[config.mk]
export PLATFORM = sky130hd
export DESIGN_NAME = pfc_loop_ctrl
export DESIGN_NICKNAME = d
export VERILOG_FILES = /design/src/pfc_pkg.sv /design/src/pfc_calc_if.sv /design/src/pfc_loop_ctrl.sv /design/src/pfc_calc.sv
export SDC_FILE = /design/constraint.sdc
export NUM_CORES = 2
export LEC_CHECK = 0
export BUFFER_PORTS_ARGS = -buffer_cell sky130_fd_sc_hd__buf_2
export CAP_MARGIN = 30
export CORE_AREA = 4 4 455 457
export CTS_BUF_LIST = sky130_fd_sc_hd__clkbuf_4
export CTS_CLUSTER_DIAMETER = 80
export DETAILED_ROUTE_END_ITERATION = 12
export DIE_AREA = 0 0 459 461
export GPL_ROUTABILITY_DRIVEN = 0
export PLACE_DENSITY_LB_ADDON = 0.1
export SYNTH_ARGS = -nofsm -noshare
export SYNTH_HDL_FRONTEND = slang
export SYNTH_SLANG_ARGS = --single-unit
[constraint.sdc]
create_clock -name CLOCK_I -period 33 [get_ports CLOCK_I]
set_input_delay 1.65 -clock CLOCK_I [delete_from_list [all_inputs] [get_ports CLOCK_I]]
set_output_delay 1.65 -clock CLOCK_I [all_outputs]
set_load 0.1 [all_outputs]
[src/pfc_pkg.sv]
// shared constants and types for the loop mode and format control block
`default_nettype none
package pfc_pkg;
   // ****************************************
   // register byte offsets
   // ****************************************
   localparam logic [7:0] OFS_MODE1 = 8'h00;
   localparam logic [7:0] OFS_MODE2 = 8'h04;
   localparam logic [7:0] OFS_SP = 8'h08;
   localparam logic [7:0] OFS_PV = 8'h0c;
   localparam logic [7:0] OFS_PERIOD = 8'h10;
   localparam logic [7:0] OFS_OUT = 8'h14;
   localparam logic [7:0] OFS_MON = 8'h18;
   localparam logic [7:0] OFS_SP_LO = 8'h1c;
   localparam logic [7:0] OFS_SP_HI = 8'h20;
   localparam logic [7:0] OFS_OUT_LO = 8'h24;
   localparam logic [7:0] OFS_OUT_HI = 8'h28;
   localparam logic [7:0] OFS_KP = 8'h2c;
   localparam logic [7:0] OFS_KI = 8'h30;
   localparam logic [7:0] OFS_KD = 8'h34;
   localparam logic [7:0] OFS_RS_ADDR = 8'h38;
   localparam logic [7:0] OFS_RS_ERR = 8'h3c;
   // ****************************************
   // field positions
   // ****************************************
   localparam int M1_MAN = 0;
   localparam int M1_AUTO = 1;
   localparam int M1_CAS = 2;
   localparam int M1_XFER = 3;
   localparam int M1_REV = 4;
   localparam int M1_VEL = 5;
   localparam int M2_BIP = 0;
   localparam int M2_F15 = 1;
   localparam int M2_SPLIM = 3;
   localparam int M2_F16 = 9;
   localparam int M2_IND = 10;
   localparam int M2_OBIP = 11;
   localparam int M2_OF15 = 12;
   localparam int M2_OF16 = 13;
   localparam int ERR_LO = 0;
   localparam int ERR_HI = 1;
   localparam int ERR_SYS = 4;
   // ****************************************
   // reset values, ranges and timing
   // ****************************************
   localparam logic [15:0] RST_PERIOD = 16'h0005;
   localparam logic [15:0] RST_SP_HI = 16'h0fff;
   localparam logic [15:0] RST_OUT_HI = 16'h0fff;
   localparam logic [15:0] PERIOD_MIN = 16'h0005;
   localparam logic [15:0] PERIOD_MAX = 16'h270f;
   localparam logic [15:0] VMEM_LO = 16'h0400;
   localparam logic [15:0] VMEM_HI = 16'h3fff;
   localparam logic [15:0] SYS_LO = 16'h3e00;
   localparam logic [15:0] SYS_HI = 16'h3fff;
   localparam int GAIN_SHIFT = 4;
   localparam int CLK_HZ = 10_000_000;
   localparam int TICK_MS = 10;
   localparam int TICK_CYCLES = CLK_HZ / 1000 * TICK_MS;
   typedef logic signed [17:0] pfc_val_t;
   localparam pfc_val_t MAX_12 = 18'sh00fff;
   localparam pfc_val_t MAX_15 = 18'sh07fff;
   localparam pfc_val_t MAX_16 = 18'sh0ffff;
   typedef enum logic [2:0] {
      MODE_MAN = 3'b001,
      MODE_AUTO = 3'b010,
      MODE_CAS = 3'b100
   } pfc_mode_t;
endpackage
`default_nettype wire

[src/pfc_calc_if.sv]
// signals between the mode controller and the loop arithmetic unit
`default_nettype none
interface pfc_calc_if;
   logic start;
   logic load_bias;
   logic velocity;
   logic reverse;
   pfc_pkg::pfc_val_t sp;
   pfc_pkg::pfc_val_t pv;
   pfc_pkg::pfc_val_t out_now;
   pfc_pkg::pfc_val_t lo;
   pfc_pkg::pfc_val_t hi;
   pfc_pkg::pfc_val_t out;
   logic [15:0] kp;
   logic [15:0] ki;
   logic [15:0] kd;
   logic done;
   modport calc(input start, load_bias, velocity, reverse, sp, pv, out_now, lo, hi,
      kp, ki, kd, output done, out);
   modport ctl(output start, load_bias, velocity, reverse, sp, pv, out_now, lo, hi,
      kp, ki, kd, input done, out);
endinterface
`default_nettype wire

[src/pfc_loop_ctrl.sv]
// loop mode, data format, scheduling and handover control with avalon-mm registers
// Overview of operation
// - table address errors: below, above, system area
// - position form default, velocity form selectable
// - sample period 50 ms to 99.99 s
// - calculations run only after ladder task ends
// - forward or reverse action on setpoint minus process
// - type a manual-to-auto: setpoint follows, bias too in position form
// - type a auto-to-cascade: major output takes process
// - type b: only bias follows, position form
// - handover type from mode word one bit 3
// - common format shared, independent format separate
// - unipolar ranges 4095, 32767, 65535
// - bipolar is sign-magnitude, 4095 or 32767
// - no bipolar with 16-bit format
// - manual: no calculation, output word untouched
// - automatic: output written every sample period
// - manual straight to cascade is refused
// - program mode forces manual, run restores mode
// - setpoint confined to limits when enabled
// - cascade setpoint comes from major loop output
// - calculated output kept within upper and lower limits; manual writes are not limited
// - mode requests on rising bits 0, 1, 2
// - current mode shown in monitor bits 0-2
// - mode word two bit 10 selects independent format
`default_nettype none
module pfc_loop_ctrl
   import pfc_pkg::*;
#(
   parameter int TICK_CYC = TICK_CYCLES
) (
   // clock and reset
   input wire logic CLOCK_I,
   input wire logic RESET_I,
   // avalon-mm slave
   input wire logic [7:0] AVS_ADDRESS_I,
   input wire logic AVS_READ_I,
   input wire logic AVS_WRITE_I,
   input wire logic [3:0] AVS_BYTEENABLE_I,
   input wire logic [31:0] AVS_WRITEDATA_I,
   output logic [31:0] AVS_READDATA_O,
   output logic AVS_WAITREQUEST_O,
   // controller scan
   input wire logic RUN_MODE_I,
   input wire logic LADDER_DONE_I,
   // process and cascade partner
   input wire logic [15:0] PV_I,
   input wire logic [15:0] REMOTE_SP_I,
   output logic [15:0] CTRL_OUT_O,
   output logic FORCE_MAJOR_O,
   output logic [15:0] FORCE_VALUE_O
);
   typedef struct packed {
      logic [15:0] mode1, mode2, sp, sp_lo, sp_hi, out_lo, out_hi, period;
      logic [15:0] kp, ki, kd, rs_addr, rs_err, ctrl_out, force_val, pv_m, pv_s;
      pfc_mode_t mode;
      pfc_mode_t prev_eff;
      logic run_q;
      logic ack;
      logic [31:0] rdata;
      logic [23:0] tick_cnt;
      logic [13:0] samp_cnt;
      logic due;
      logic force_major;
   } pfc_state_t;
   pfc_state_t r, n;

   // ****************************************
   // data format helpers
   // ****************************************
   function automatic pfc_val_t fmt_max(input logic f15, input logic f16);
      if (f16) return MAX_16;
      if (f15) return MAX_15;
      return MAX_12;
   endfunction

   // bipolar words are magnitude plus sign in bit 15, never two's complement
   function automatic pfc_val_t to_val(input logic [15:0] raw, input logic bip);
      if (bip && raw[15]) return -$signed({3'b000, raw[14:0]});
      if (bip) return $signed({3'b000, raw[14:0]});
      return $signed({2'b00, raw});
   endfunction

   function automatic logic [15:0] to_raw(input pfc_val_t v, input logic bip);
      pfc_val_t mag;
      mag = (v < 0) ? -v : v;
      if (bip) return {v < 0, mag[14:0]};
      return v[15:0];
   endfunction

   function automatic pfc_val_t clip(input pfc_val_t v, input pfc_val_t lo, input pfc_val_t hi);
      if (v < lo) return lo;
      if (v > hi) return hi;
      return v;
   endfunction

   function automatic logic [15:0] be_merge(input logic [15:0] old, input logic [31:0] wd,
      input logic [3:0] be);
      return {be[1] ? wd[15:8] : old[15:8], be[0] ? wd[7:0] : old[7:0]};
   endfunction

   // ****************************************
   // format decode and values
   // ****************************************
   logic in_bip, out_bip, ind, bus_req, wr_go, rd_go, start, m2a, a2c;
   logic [2:0] rise;
   logic [13:0] per;
   logic [15:0] calc_raw, pv_fit;
   pfc_val_t in_max, in_min, out_max, out_min, pv_v, sp_lo_v, sp_hi_v, sp_cur;
   pfc_mode_t eff;
   pfc_calc_if calc();

   assign in_bip = r.mode2[M2_BIP] & ~r.mode2[M2_F16];
   assign in_max = fmt_max(r.mode2[M2_F15], r.mode2[M2_F16]);
   assign ind = r.mode2[M2_IND];
   assign out_bip = ind ? (r.mode2[M2_OBIP] & ~r.mode2[M2_OF16]) : in_bip;
   assign out_max = ind ? fmt_max(r.mode2[M2_OF15], r.mode2[M2_OF16]) : in_max;
   assign in_min = in_bip ? -in_max : '0;
   assign out_min = out_bip ? -out_max : '0;
   assign pv_v = clip(to_val(r.pv_s, in_bip), in_min, in_max);
   assign sp_lo_v = to_val(r.sp_lo, in_bip);
   assign sp_hi_v = to_val(r.sp_hi, in_bip);
   assign sp_cur = to_val(r.sp, in_bip);

   // setpoint path used by software writes, the remote source and handover
   function automatic logic [15:0] sp_fit(input pfc_val_t v);
      pfc_val_t t;
      t = clip(v, in_min, in_max);
      if (r.mode2[M2_SPLIM]) t = clip(t, sp_lo_v, sp_hi_v);
      return to_raw(t, in_bip);
   endfunction

   assign pv_fit = sp_fit(pv_v);
   // program mode parks the loop in manual without losing the stored mode
   assign eff = RUN_MODE_I ? r.mode : MODE_MAN;
   assign m2a = (r.prev_eff == MODE_MAN) && (eff == MODE_AUTO);
   assign a2c = (r.prev_eff == MODE_AUTO) && (eff == MODE_CAS);
   assign per = (r.period < PERIOD_MIN) ? PERIOD_MIN[13:0] :
      (r.period > PERIOD_MAX) ? PERIOD_MAX[13:0] : r.period[13:0];
   assign start = r.due & LADDER_DONE_I & RUN_MODE_I;

   // ****************************************
   // bus handshake
   // ****************************************
   // every access costs two cycles; read data is latched in the first one
   assign bus_req = AVS_READ_I | AVS_WRITE_I;
   assign AVS_WAITREQUEST_O = bus_req & ~r.ack;
   assign wr_go = AVS_WRITE_I & r.ack;
   assign rd_go = AVS_READ_I & ~r.ack;

   // ****************************************
   // arithmetic unit
   // ****************************************
   assign calc.start = start & (eff != MODE_MAN);
   assign calc.load_bias = m2a & ~r.mode1[M1_VEL];
   assign calc.velocity = r.mode1[M1_VEL];
   assign calc.reverse = r.mode1[M1_REV];
   assign calc.sp = (eff == MODE_CAS) ? to_val(sp_fit(to_val(REMOTE_SP_I, in_bip)), in_bip)
      : sp_cur;
   assign calc.pv = pv_v;
   assign calc.out_now = to_val(r.ctrl_out, out_bip);
   assign calc.lo = clip(to_val(r.out_lo, out_bip), out_min, out_max);
   assign calc.hi = clip(to_val(r.out_hi, out_bip), out_min, out_max);
   assign calc.kp = r.kp;
   assign calc.ki = r.ki;
   assign calc.kd = r.kd;
   assign calc_raw = to_raw(calc.out, out_bip);

   pfc_calc u_calc (
      .clk_i(CLOCK_I),
      .rst_i(RESET_I),
      .bus(calc.calc)
   );

   // ****************************************
   // next state
   // ****************************************
   always_comb begin
      n = r;
      rise = '0;
      n.ack = bus_req & ~r.ack;
      n.pv_m = PV_I;
      n.pv_s = r.pv_m;
      n.run_q = RUN_MODE_I;
      n.prev_eff = eff;
      n.force_major = 1'b0;
      if (rd_go) begin
         n.rdata = '0;
         case (AVS_ADDRESS_I)
            OFS_MODE1: n.rdata[15:0] = r.mode1;
            OFS_MODE2: n.rdata[15:0] = r.mode2;
            OFS_SP: n.rdata[15:0] = r.sp;
            OFS_PV: n.rdata[15:0] = r.pv_s;
            OFS_PERIOD: n.rdata[15:0] = r.period;
            OFS_OUT: n.rdata[15:0] = r.ctrl_out;
            OFS_MON: n.rdata[2:0] = eff;
            OFS_SP_LO: n.rdata[15:0] = r.sp_lo;
            OFS_SP_HI: n.rdata[15:0] = r.sp_hi;
            OFS_OUT_LO: n.rdata[15:0] = r.out_lo;
            OFS_OUT_HI: n.rdata[15:0] = r.out_hi;
            OFS_KP: n.rdata[15:0] = r.kp;
            OFS_KI: n.rdata[15:0] = r.ki;
            OFS_KD: n.rdata[15:0] = r.kd;
            OFS_RS_ADDR: n.rdata[15:0] = r.rs_addr;
            OFS_RS_ERR: n.rdata[15:0] = r.rs_err;
            default: n.rdata = '0;
         endcase
      end
      if (wr_go) begin
         case (AVS_ADDRESS_I)
            OFS_MODE1: begin
               n.mode1 = be_merge(r.mode1, AVS_WRITEDATA_I, AVS_BYTEENABLE_I);
               rise = n.mode1[M1_CAS:M1_MAN] & ~r.mode1[M1_CAS:M1_MAN];
            end
            OFS_MODE2: n.mode2 = be_merge(r.mode2, AVS_WRITEDATA_I, AVS_BYTEENABLE_I);
            OFS_SP: n.sp = sp_fit(to_val(be_merge(r.sp, AVS_WRITEDATA_I, AVS_BYTEENABLE_I),
               in_bip));
            OFS_PERIOD: n.period = be_merge(r.period, AVS_WRITEDATA_I, AVS_BYTEENABLE_I);
            OFS_OUT: begin
               // the operator owns the output word only while the loop is manual
               if (eff == MODE_MAN) begin
                  n.ctrl_out = be_merge(r.ctrl_out, AVS_WRITEDATA_I, AVS_BYTEENABLE_I);
               end
            end
            OFS_SP_LO: n.sp_lo = be_merge(r.sp_lo, AVS_WRITEDATA_I, AVS_BYTEENABLE_I);
            OFS_SP_HI: n.sp_hi = be_merge(r.sp_hi, AVS_WRITEDATA_I, AVS_BYTEENABLE_I);
            OFS_OUT_LO: n.out_lo = be_merge(r.out_lo, AVS_WRITEDATA_I, AVS_BYTEENABLE_I);
            OFS_OUT_HI: n.out_hi = be_merge(r.out_hi, AVS_WRITEDATA_I, AVS_BYTEENABLE_I);
            OFS_KP: n.kp = be_merge(r.kp, AVS_WRITEDATA_I, AVS_BYTEENABLE_I);
            OFS_KI: n.ki = be_merge(r.ki, AVS_WRITEDATA_I, AVS_BYTEENABLE_I);
            OFS_KD: n.kd = be_merge(r.kd, AVS_WRITEDATA_I, AVS_BYTEENABLE_I);
            OFS_RS_ADDR: n.rs_addr = be_merge(r.rs_addr, AVS_WRITEDATA_I, AVS_BYTEENABLE_I);
            default: ;
         endcase
      end
      // mode requests are only honoured in run mode; manual has priority
      if (RUN_MODE_I) begin
         if (rise[M1_MAN]) begin
            n.mode = MODE_MAN;
         end else if (rise[M1_AUTO]) begin
            n.mode = MODE_AUTO;
         end else if (rise[M1_CAS] && r.mode != MODE_MAN) begin
            n.mode = MODE_CAS;
         end
      end
      // table pointer is checked once, when the controller enters run mode
      if (RUN_MODE_I && !r.run_q) begin
         n.rs_err = '0;
         n.rs_err[ERR_LO] = r.rs_addr < VMEM_LO;
         n.rs_err[ERR_HI] = r.rs_addr > VMEM_HI;
         n.rs_err[ERR_SYS] = (r.rs_addr >= SYS_LO) && (r.rs_addr <= SYS_HI);
      end
      if (m2a && !r.mode1[M1_XFER]) begin
         n.sp = pv_fit;
      end
      if (a2c && !r.mode1[M1_XFER]) begin
         n.force_major = 1'b1;
         n.force_val = r.pv_s;
      end
      if (calc.done && eff != MODE_MAN) begin
         n.ctrl_out = calc_raw;
      end
      // sample scheduler: clear on launch first so a new period end wins
      if (start) begin
         n.due = 1'b0;
      end
      if (RUN_MODE_I) begin
         if (r.tick_cnt == 24'(TICK_CYC - 1)) begin
            n.tick_cnt = '0;
            if (r.samp_cnt + 14'd1 >= per) begin
               n.samp_cnt = '0;
               n.due = 1'b1;
            end else begin
               n.samp_cnt = r.samp_cnt + 14'd1;
            end
         end else begin
            n.tick_cnt = r.tick_cnt + 24'd1;
         end
      end
   end

   always_ff @(posedge CLOCK_I) begin
      if (RESET_I) begin
         r <= '0;
         r.mode <= MODE_MAN;
         r.prev_eff <= MODE_MAN;
         r.period <= RST_PERIOD;
         r.sp_hi <= RST_SP_HI;
         r.out_hi <= RST_OUT_HI;
      end else begin
         r <= n;
      end
   end

   assign AVS_READDATA_O = r.rdata;
   assign CTRL_OUT_O = r.ctrl_out;
   assign FORCE_MAJOR_O = r.force_major;
   assign FORCE_VALUE_O = r.force_val;
endmodule
`default_nettype wire

[src/pfc_calc.sv]
// loop arithmetic unit: error, p/i/d terms, position and velocity forms
`default_nettype none
module pfc_calc
   import pfc_pkg::*;
(
   // clock and reset
   input wire logic clk_i,
   input wire logic rst_i,
   // controller side
   pfc_calc_if.calc bus
);
   typedef logic signed [29:0] pfc_acc_t;
   typedef struct packed {
      pfc_val_t e1;
      pfc_val_t e2;
      pfc_val_t bias;
      pfc_val_t out;
      logic done;
   } pfc_calc_state_t;
   pfc_calc_state_t r, n;
   pfc_val_t e;
   pfc_acc_t ex, e1x, e2x;

   // only the low gain byte is used so no product can overflow the accumulator
   function automatic pfc_acc_t term(input logic [15:0] gain, input pfc_acc_t x);
      return ($signed({22'h000000, gain[7:0]}) * x) >>> GAIN_SHIFT;
   endfunction

   function automatic pfc_val_t sat(input pfc_acc_t v, input pfc_val_t lo, input pfc_val_t hi);
      if (v < pfc_acc_t'(lo)) return lo;
      if (v > pfc_acc_t'(hi)) return hi;
      return v[17:0];
   endfunction

   // ****************************************
   // next state
   // ****************************************
   always_comb begin
      n = r;
      n.done = 1'b0;
      e = bus.reverse ? bus.pv - bus.sp : bus.sp - bus.pv;
      ex = pfc_acc_t'(e);
      e1x = pfc_acc_t'(r.e1);
      e2x = pfc_acc_t'(r.e2);
      if (bus.load_bias) begin
         n.bias = bus.out_now;
      end
      if (bus.start) begin
         n.done = 1'b1;
         n.e1 = e;
         n.e2 = r.e1;
         if (bus.velocity) begin
            n.out = sat(pfc_acc_t'(bus.out_now) + term(bus.kp, ex - e1x) + term(bus.ki, ex)
               + term(bus.kd, ex - e1x - e1x + e2x), bus.lo, bus.hi);
         end else begin
            n.bias = sat(pfc_acc_t'(r.bias) + term(bus.ki, ex), bus.lo, bus.hi);
            n.out = sat(pfc_acc_t'(n.bias) + term(bus.kp, ex) + term(bus.kd, ex - e1x),
               bus.lo, bus.hi);
         end
      end
   end

   always_ff @(posedge clk_i) begin
      if (rst_i) begin
         r <= '0;
      end else begin
         r <= n;
      end
   end

   assign bus.done = r.done;
   assign bus.out = r.out;
endmodule
`default_nettype wire

# After elaboration in Yosys (flattened, before gate mapping)

Cells that the tools add are included.

Bits in latches: 0
Logic and storage cells: 490
ROM bits: 0
Memories kept: 0
Bits of input ports: 82
Memory bits (writable): 0
Flip-flop bits (word level): 396

Reductions and logical operators: 57
Divide/modulo/power cells: 0
Add/subtract/negate cells: 29
Order comparisons: 35
Mux-type cells: 281
Bitwise operators: 16
$mul: 5
Shift operators: 0
Equal/unequal tests: 23

Operators with widths:

| cell                  | count |
|---|---|
| $mux W18              | 115 |
| $mux W16              | 23 |
| $pmux W13 S15         | 1 |
| $mux W8               | 23 |
| $neg A15 Y18          | 10 |
| $gt A18 B18 Y1        | 9 |
| $lt A18 B18 Y1        | 9 |
| $mux W160             | 1 |
| $mux W1               | 102 |
| $lt A18 B1 Y1 const B | 4 |
| $reduce_and A3 Y1     | 22 |
| $eq A8 B6 Y1 const B  | 8 |
| $gt A30 B18 Y1        | 2 |
| $lt A30 B18 Y1        | 2 |
| $mux W15              | 4 |
| $neg A15 Y15          | 4 |
| $mul A9 B19 Y28       | 2 |
| $mul A9 B18 Y27       | 2 |
| $add A18 B23 Y24      | 2 |
| $pmux W3 S16          | 1 |
| $mux W14              | 3 |
| $mux W37              | 1 |
| $neg A18 Y18          | 2 |
| $sub A18 B18 Y18      | 2 |
| 40 further kinds      | 92 |

# Longest topological paths before layout

Depth in word-level cells: 58
Depth in mapped cells: 123
Mapped depth without buffers: 118

# Hierarchy

Synthesis repeated with hierarchy kept, for this count alone.

Cells, all modules: 8854
Area total of the unflattened synthesis: 70211.1 µm²

By module, submodules not included:

| module        | instances | cells an instance | area an instance (µm²) | sequential area each (µm²) |
|---|---|---|---|---|
| pfc_calc      | 1         | 5149              | 43146.4                | 1461.4 |
| pfc_loop_ctrl | 1         | 3705              | 27064.7                | 6466.2 |

# Worst setup path before layout

No wires, ideal clock.

Kind: input port to flip-flop
Start point: input port REMOTE_SP_I[0]
End point: register u_calc.r (netlist bit u_calc.bus.out[11])
Setup slack: 8.756 ns
Setup time: 0.134 ns
Path buffers: 8
Arrival: 24.110 ns
Stages: 110
Cells stage by stage: clkbuf_1 inv_1 ha_1 clkbuf_1 nand2_1 o31ai_1 xnor2_1 ha_1 and4_1 a21o_1 a31oi_1 a41o_2 a21oi_2 clkbuf_1 o21ai_0 o21ai_0 ha_1 nand2_1 [74 not listed] o21a_1 o21ai_0 a21oi_1 a21o_1 xor2_1 ha_1 a21o_1 a21o_1 a21oi_1 nor2b_1 o21ai_0 o2111ai_1 o32ai_2 nor2_1 a211oi_1 clkbuf_1 o2bb2ai_1 nor4_1

Word-level cells in the longest chain between the ends: 50

RTL lines:

| what                   | line                | text |
|---|---|---|
| from (decl)            | pfc_loop_ctrl.sv:48 | `input wire logic [15:0] REMOTE_SP_I,` |
| $neg A15 Y18           | pfc_loop_ctrl.sv:79 | `if (bip && raw[15]) return -$signed({3'b000, raw[14:0]});` |
| $mux W18               | pfc_loop_ctrl.sv:79 |  |
| $mux W18               | pfc_loop_ctrl.sv:80 | `if (bip) return $signed({3'b000, raw[14:0]});` |
| $mux W18               | pfc_loop_ctrl.sv:81 | `return $signed({2'b00, raw});` |
| $mux W18 *             | pfc_loop_ctrl.sv:80 |  |
| $gt A18 B18 Y1         | pfc_loop_ctrl.sv:93 | `if (v > hi) return hi;` |
| $mux W1 (2 in series)  | pfc_loop_ctrl.sv:93 |  |
| $mux W18               | pfc_loop_ctrl.sv:94 | `return v;` |
| [20 not listed]        | n/a                 |  |
| named net u_calc.e[13] | pfc_calc.sv:21      | `pfc_val_t e;` |
| [12 not listed]        | n/a                 |  |
| $add A24 B24 Y25       | pfc_calc.sv:57      | `n.out = sat(pfc_acc_t'(n.bias) + term(bus.kp, ex) + term(bus.kd, ex - e1x),` |
| $gt A30 B18 Y1         | pfc_calc.sv:31      | `if (v > pfc_acc_t'(hi)) return hi;` |
| $mux W1 (2 in series)  | pfc_calc.sv:31      |  |
| $mux W1                | pfc_calc.sv:52      | `if (bus.velocity) begin` |
| $mux W1                | pfc_calc.sv:48      | `if (bus.start) begin` |
| $mux W18               | pfc_calc.sv:32      | `return v[17:0];` |
| $mux W18               | pfc_calc.sv:31      |  |
| $mux W18 *             | pfc_calc.sv:52      |  |
| to (signal assigned)   | pfc_calc.sv:67      | `r <= n;` |
| to (decl)              | pfc_calc.sv:20      | `pfc_calc_state_t r, n;` |

The timed path passes the listed nets; every way through them passes the cells marked *. The select of a mux whose other input is x is not followed.
A chain may end at the register's enable or synchronous reset.

# Worst setup path in the final report

Start point: register r[320] in the netlist's numbering
End point: register u_calc.r (netlist bit u_calc.bus.out[9])

Word-level cells in the longest chain between the ends: 50

RTL lines:

| what                   | line                                     | text |
|---|---|---|
| from (decl)            | pfc_loop_ctrl.sv:66                      | `pfc_state_t r, n;` |
| from (signal assigned) | pfc_loop_ctrl.sv:291                     | `r <= n;` |
| $and A1 B1 Y1 *        | pfc_loop_ctrl.sv:113                     | `assign in_bip = r.mode2[M2_BIP] & ~r.mode2[M2_F16];` |
| $mux W1                | pfc_loop_ctrl.sv:80, pfc_loop_ctrl.sv:87 |  |
| $mux W1                | pfc_loop_ctrl.sv:80                      |  |
| $mux W18               | pfc_loop_ctrl.sv:81                      |  |
| $mux W18               | pfc_loop_ctrl.sv:80                      |  |
| $gt A18 B18 Y1         | pfc_loop_ctrl.sv:93                      |  |
| $mux W1 (2 in series)  | pfc_loop_ctrl.sv:93                      |  |
| $mux W18               | pfc_loop_ctrl.sv:94                      |  |
| [32 not listed]        | n/a                                      |  |
| $add A24 B24 Y25       | pfc_calc.sv:57                           |  |
| $gt A30 B18 Y1         | pfc_calc.sv:31                           |  |
| $mux W1 (2 in series)  | pfc_calc.sv:31                           |  |
| $mux W1                | pfc_calc.sv:52                           |  |
| $mux W1                | pfc_calc.sv:48                           |  |
| $mux W18               | pfc_calc.sv:32                           |  |
| $mux W18               | pfc_calc.sv:31                           |  |
| $mux W18 *             | pfc_calc.sv:52                           |  |

Every way passes the cells marked *; elsewhere a longest branch is shown, timed or not. The select of a mux whose other input is x is not followed.

==> out/results.txt <==
Pin slew with the least headroom to its limit: 1.09 ns
Kind of critical path: reg -> reg
Final setup vio count: 0
Clock power share: 0.284
Initial antenna violation count: 22
Total gr overflow: 0
Critical path origin: r[320]
Sequential cell area fraction in the yosys report: 0.112
Area of the multi-input gates: 56900 µm²
Headroom to the max-slew limit: 0.274
Horiz. Die Dim: 459 µm
Post_cts resized: 0
Core area: 204000 µm²
Status: finished, final reports clean
Routed Antenna Nets: 0
Routed len/inst: 22.4 µm
Initial Utilization: 0.347
Layout cell share with drive strength beyond 1: 0.0679
CP Max Fanout: 26
Cell family contributing the most delay on the critical path: compound AO/OA/AOI/OAI gates
Min-delay src: n[95]
Chip Height: 461 µm
Die area: 212000 µm²
R2R Path Start: r[320]
Part of the power in registers: 0.293
Worst vdd ir: 0.0360 mV
Htree depth: 3
Critical path required time: 34.02 ns
Clock sink count: 395
Crit-path max cell delay: 0.76 ns
CTS tree: built
Fin crit period: 29.99 ns
Ports: 148
Drt drc: 0
Static leakage: 0.0358 µW
Setup crit end kind: register
Warnings, synthesis: 0
FF+latch area: 7920 µm²
Setup TNS: 0 ns
RSZ-0062 raised after global routing: no
Vias: 65242
Internal Pwr Total: 928 µW
Combinational fraction of design power: 0.423
Detailed Place HPWL: 212000 µm
#FFs+latches synth: 395
Worst R2R Setup Slack: 3.01 ns
Net switching power: 732 µW
CP max-delay cell: a21oi_1
Power Dens Cells: 21.9 nW/µm²
Final Hold Viols: 0
Part of the cycle the worst path needs: 0.909
Ys async rst share: 0
Largest net degree at the start of global routing: 161
Root Buffer: clkbuf_4
Synthesized area per cell: 7.74 µm²
Crit start category: register
HP Class: reg -> reg
Sw Share: 0.441
Final slew viol count: 0
Fmax: 0.0333 GHz
WP data arrival: 31.01 ns
Netlist cell types: 116
CP bufs+invs: 7
WL final: 266000 µm
CP dominant cell by count: o21ai_0
First-pass GRT wire length: 399000 µm
Setup Buffers After CTS: 0
Synth Flop Type: dfxtp_1
Synth Instances: 9119
Setup Skew: 0.195 ns
Synthesized area: 70600 µm²
Number of global-route vias before repair: 64820
Clock transition at path regs: 0.07 ns
First DRT Iteration DRCs: 5740
Clock latency at the later pin of the worst-skew pair: 1.15 ns
Number of buffers created by CTS: 114
Post-synth EDFFs: 0
Post-layout util: 0.372
Synth-to-Final Area Change: 7.18%
CTS Hold Buffers Added: 0
Nets@finish: 10647
GR Util All Layers: 0.246
Max Cap Viol: 0
Port bufs: 113
Clock tree buffer depth: 3
Pre-antenna DRT Iters: 7
Vias per inst: 5.50
Fill cells: 21384
Std-Cell Rows: 166
==> routing by layer <==
metal  share of wire  global-route usage
met3           0.068              0.0364
met1            0.46               0.342
met2            0.44               0.392
met5        0.000079                   0
met4           0.035              0.0799
==> worst register-to-register path: cells and delay by family (launching register included) <==
family	cells	cell delay, ns
fa+ha+maj	16	6.55
xor+xnor	2	0.49
flops	1	0.31
simple gates	22	4.79
mux	1	0.25
compound gates	58	15.51
buf+inv	7	2.01
==> through the flow <==
step	power (µW)	hold WS, ns	setup WS (ns)	cell area [µm²]	instances
floorplan	929	0.414	8.76	70600	9134
global placement	1180	0.419	2.41	74100	11646
detailed placement	1190	0.420	2.57	74200	11663
CTS	1670	0.426	3.29	75600	11851
global route	1760	0.460	1.01	75600	11858
finish	1660	0.427	3.01	75700	11862
==> layout make-up <==
type | instances | area share
Timing Repair Buffer | 307 | 0.0273
Clock buffer | 164 | 0.0163
Tap cell | 2688 | 0.0445
Multi-Input combinational cell | 7205 | 0.752
Antenna cell | 9 | 0.000298
Inverter | 1070 | 0.0531
Clock inverter | 24 | 0.00210
Sequential cell | 395 | 0.105
==> state kept, by name, summed over array words and instances (netlist names), 17 cells and up <==
name and flops:
u_calc.e1x 18, r 207, u_calc.e2x 18, u_calc.bus.out 17, u_calc.r 18
==> synth_stat cells, drive strengths merged (15+ instances only) <==
cell,instances,share of area
and3,66,0.0058
a22oi,89,0.0095
o41ai,23,0.0035
a221oi,24,0.0030
nand2b,79,0.0070
a222oi,15,0.0021
or2,23,0.0020
o31ai,32,0.0035
a2111oi,19,0.0030
o21a,61,0.0065
clkbuf,354,0.019
nor4b,18,0.0023
mux2,19,0.0030
ha,828,0.15
nand3b,31,0.0034
or4,19,0.0021
nor4,52,0.0053
nand3,159,0.011
a21o,185,0.020
o22ai,25,0.0022
a211o,23,0.0029
o21bai,68,0.0072
dfxtp,395,0.11
nor3,188,0.014
inv,1068,0.057
xnor2,335,0.042
a31oi,58,0.0054
a21boi,45,0.0048
or3,47,0.0042
nand4,104,0.0095
nand2,1115,0.059
a22o,21,0.0026
xor2,144,0.018
o211ai,43,0.0046
buf,110,0.0098
nor3b,17,0.0018
fa,644,0.18
a211oi,105,0.011
nor2,635,0.034
o21ai,349,0.025
mux2i,87,0.013
and2,458,0.041
nor2b,158,0.014
a21oi,618,0.044
==> placed cells by master (no fill, tap or decap), types with 30 or more instances in the layout <==
cell type and count:
nor2b_1 157, a22oi_1 88, buf_2 116, o31ai_1 31, nand4_1 102, inv_1 1065, nor4_1 46, dfxtp_1 382
nand3_1 158, xnor2_1 325, o21bai_1 68, o21a_1 61, o211ai_1 43, buf_4 185, a21oi_1 614, mux2i_1 85
xor2_1 136, or3_1 47, fa_1 644, nand3b_1 30, clkbuf_4 164, and3_1 66, nor3_1 185, nand2b_1 79
nor2_1 630, a21boi_0 42, o21ai_0 338, a31oi_1 56, nand2_1 1115, ha_1 828, and2_1 453, a21o_1 184
a211oi_1 103
==> power groups by stage <==
stage               logic [µW]  registers, µW  clock network, µW
detailed placement         694            497                  0
finish                     702            487                472
global route               758            486                511
floorplan                  436            492                  0
CTS                        697            486                489
global placement           686            497                  0
==> path summary, 6_finish.rpt <==
kind	endpoint	depth (start not counted)
max	u_calc.bus.out[9]	106
min	r[95]	1
max reg2reg	u_calc.bus.out[9]	106
min reg2reg	r[95]	1
==> cells by family (layout without fill, tap and decap cells) <==
kind of cell / Yosys count / after routing / share of synthesized area
AND/OR/NAND/NOR: 3211 / 3211 / 0.222
other: 1 / 25 / 0.0000531
AO/OA/AOI/OAI: 1920 / 1920 / 0.176
adder cells (fa/ha/maj): 1473 / 1473 / 0.330
XOR/XNOR: 479 / 479 / 0.0598
flip-flops: 395 / 395 / 0.112
multiplexers: 106 / 106 / 0.0155
buffers and inverters: 1534 / 1565 / 0.0855
(Power assumes the default switching activity.)
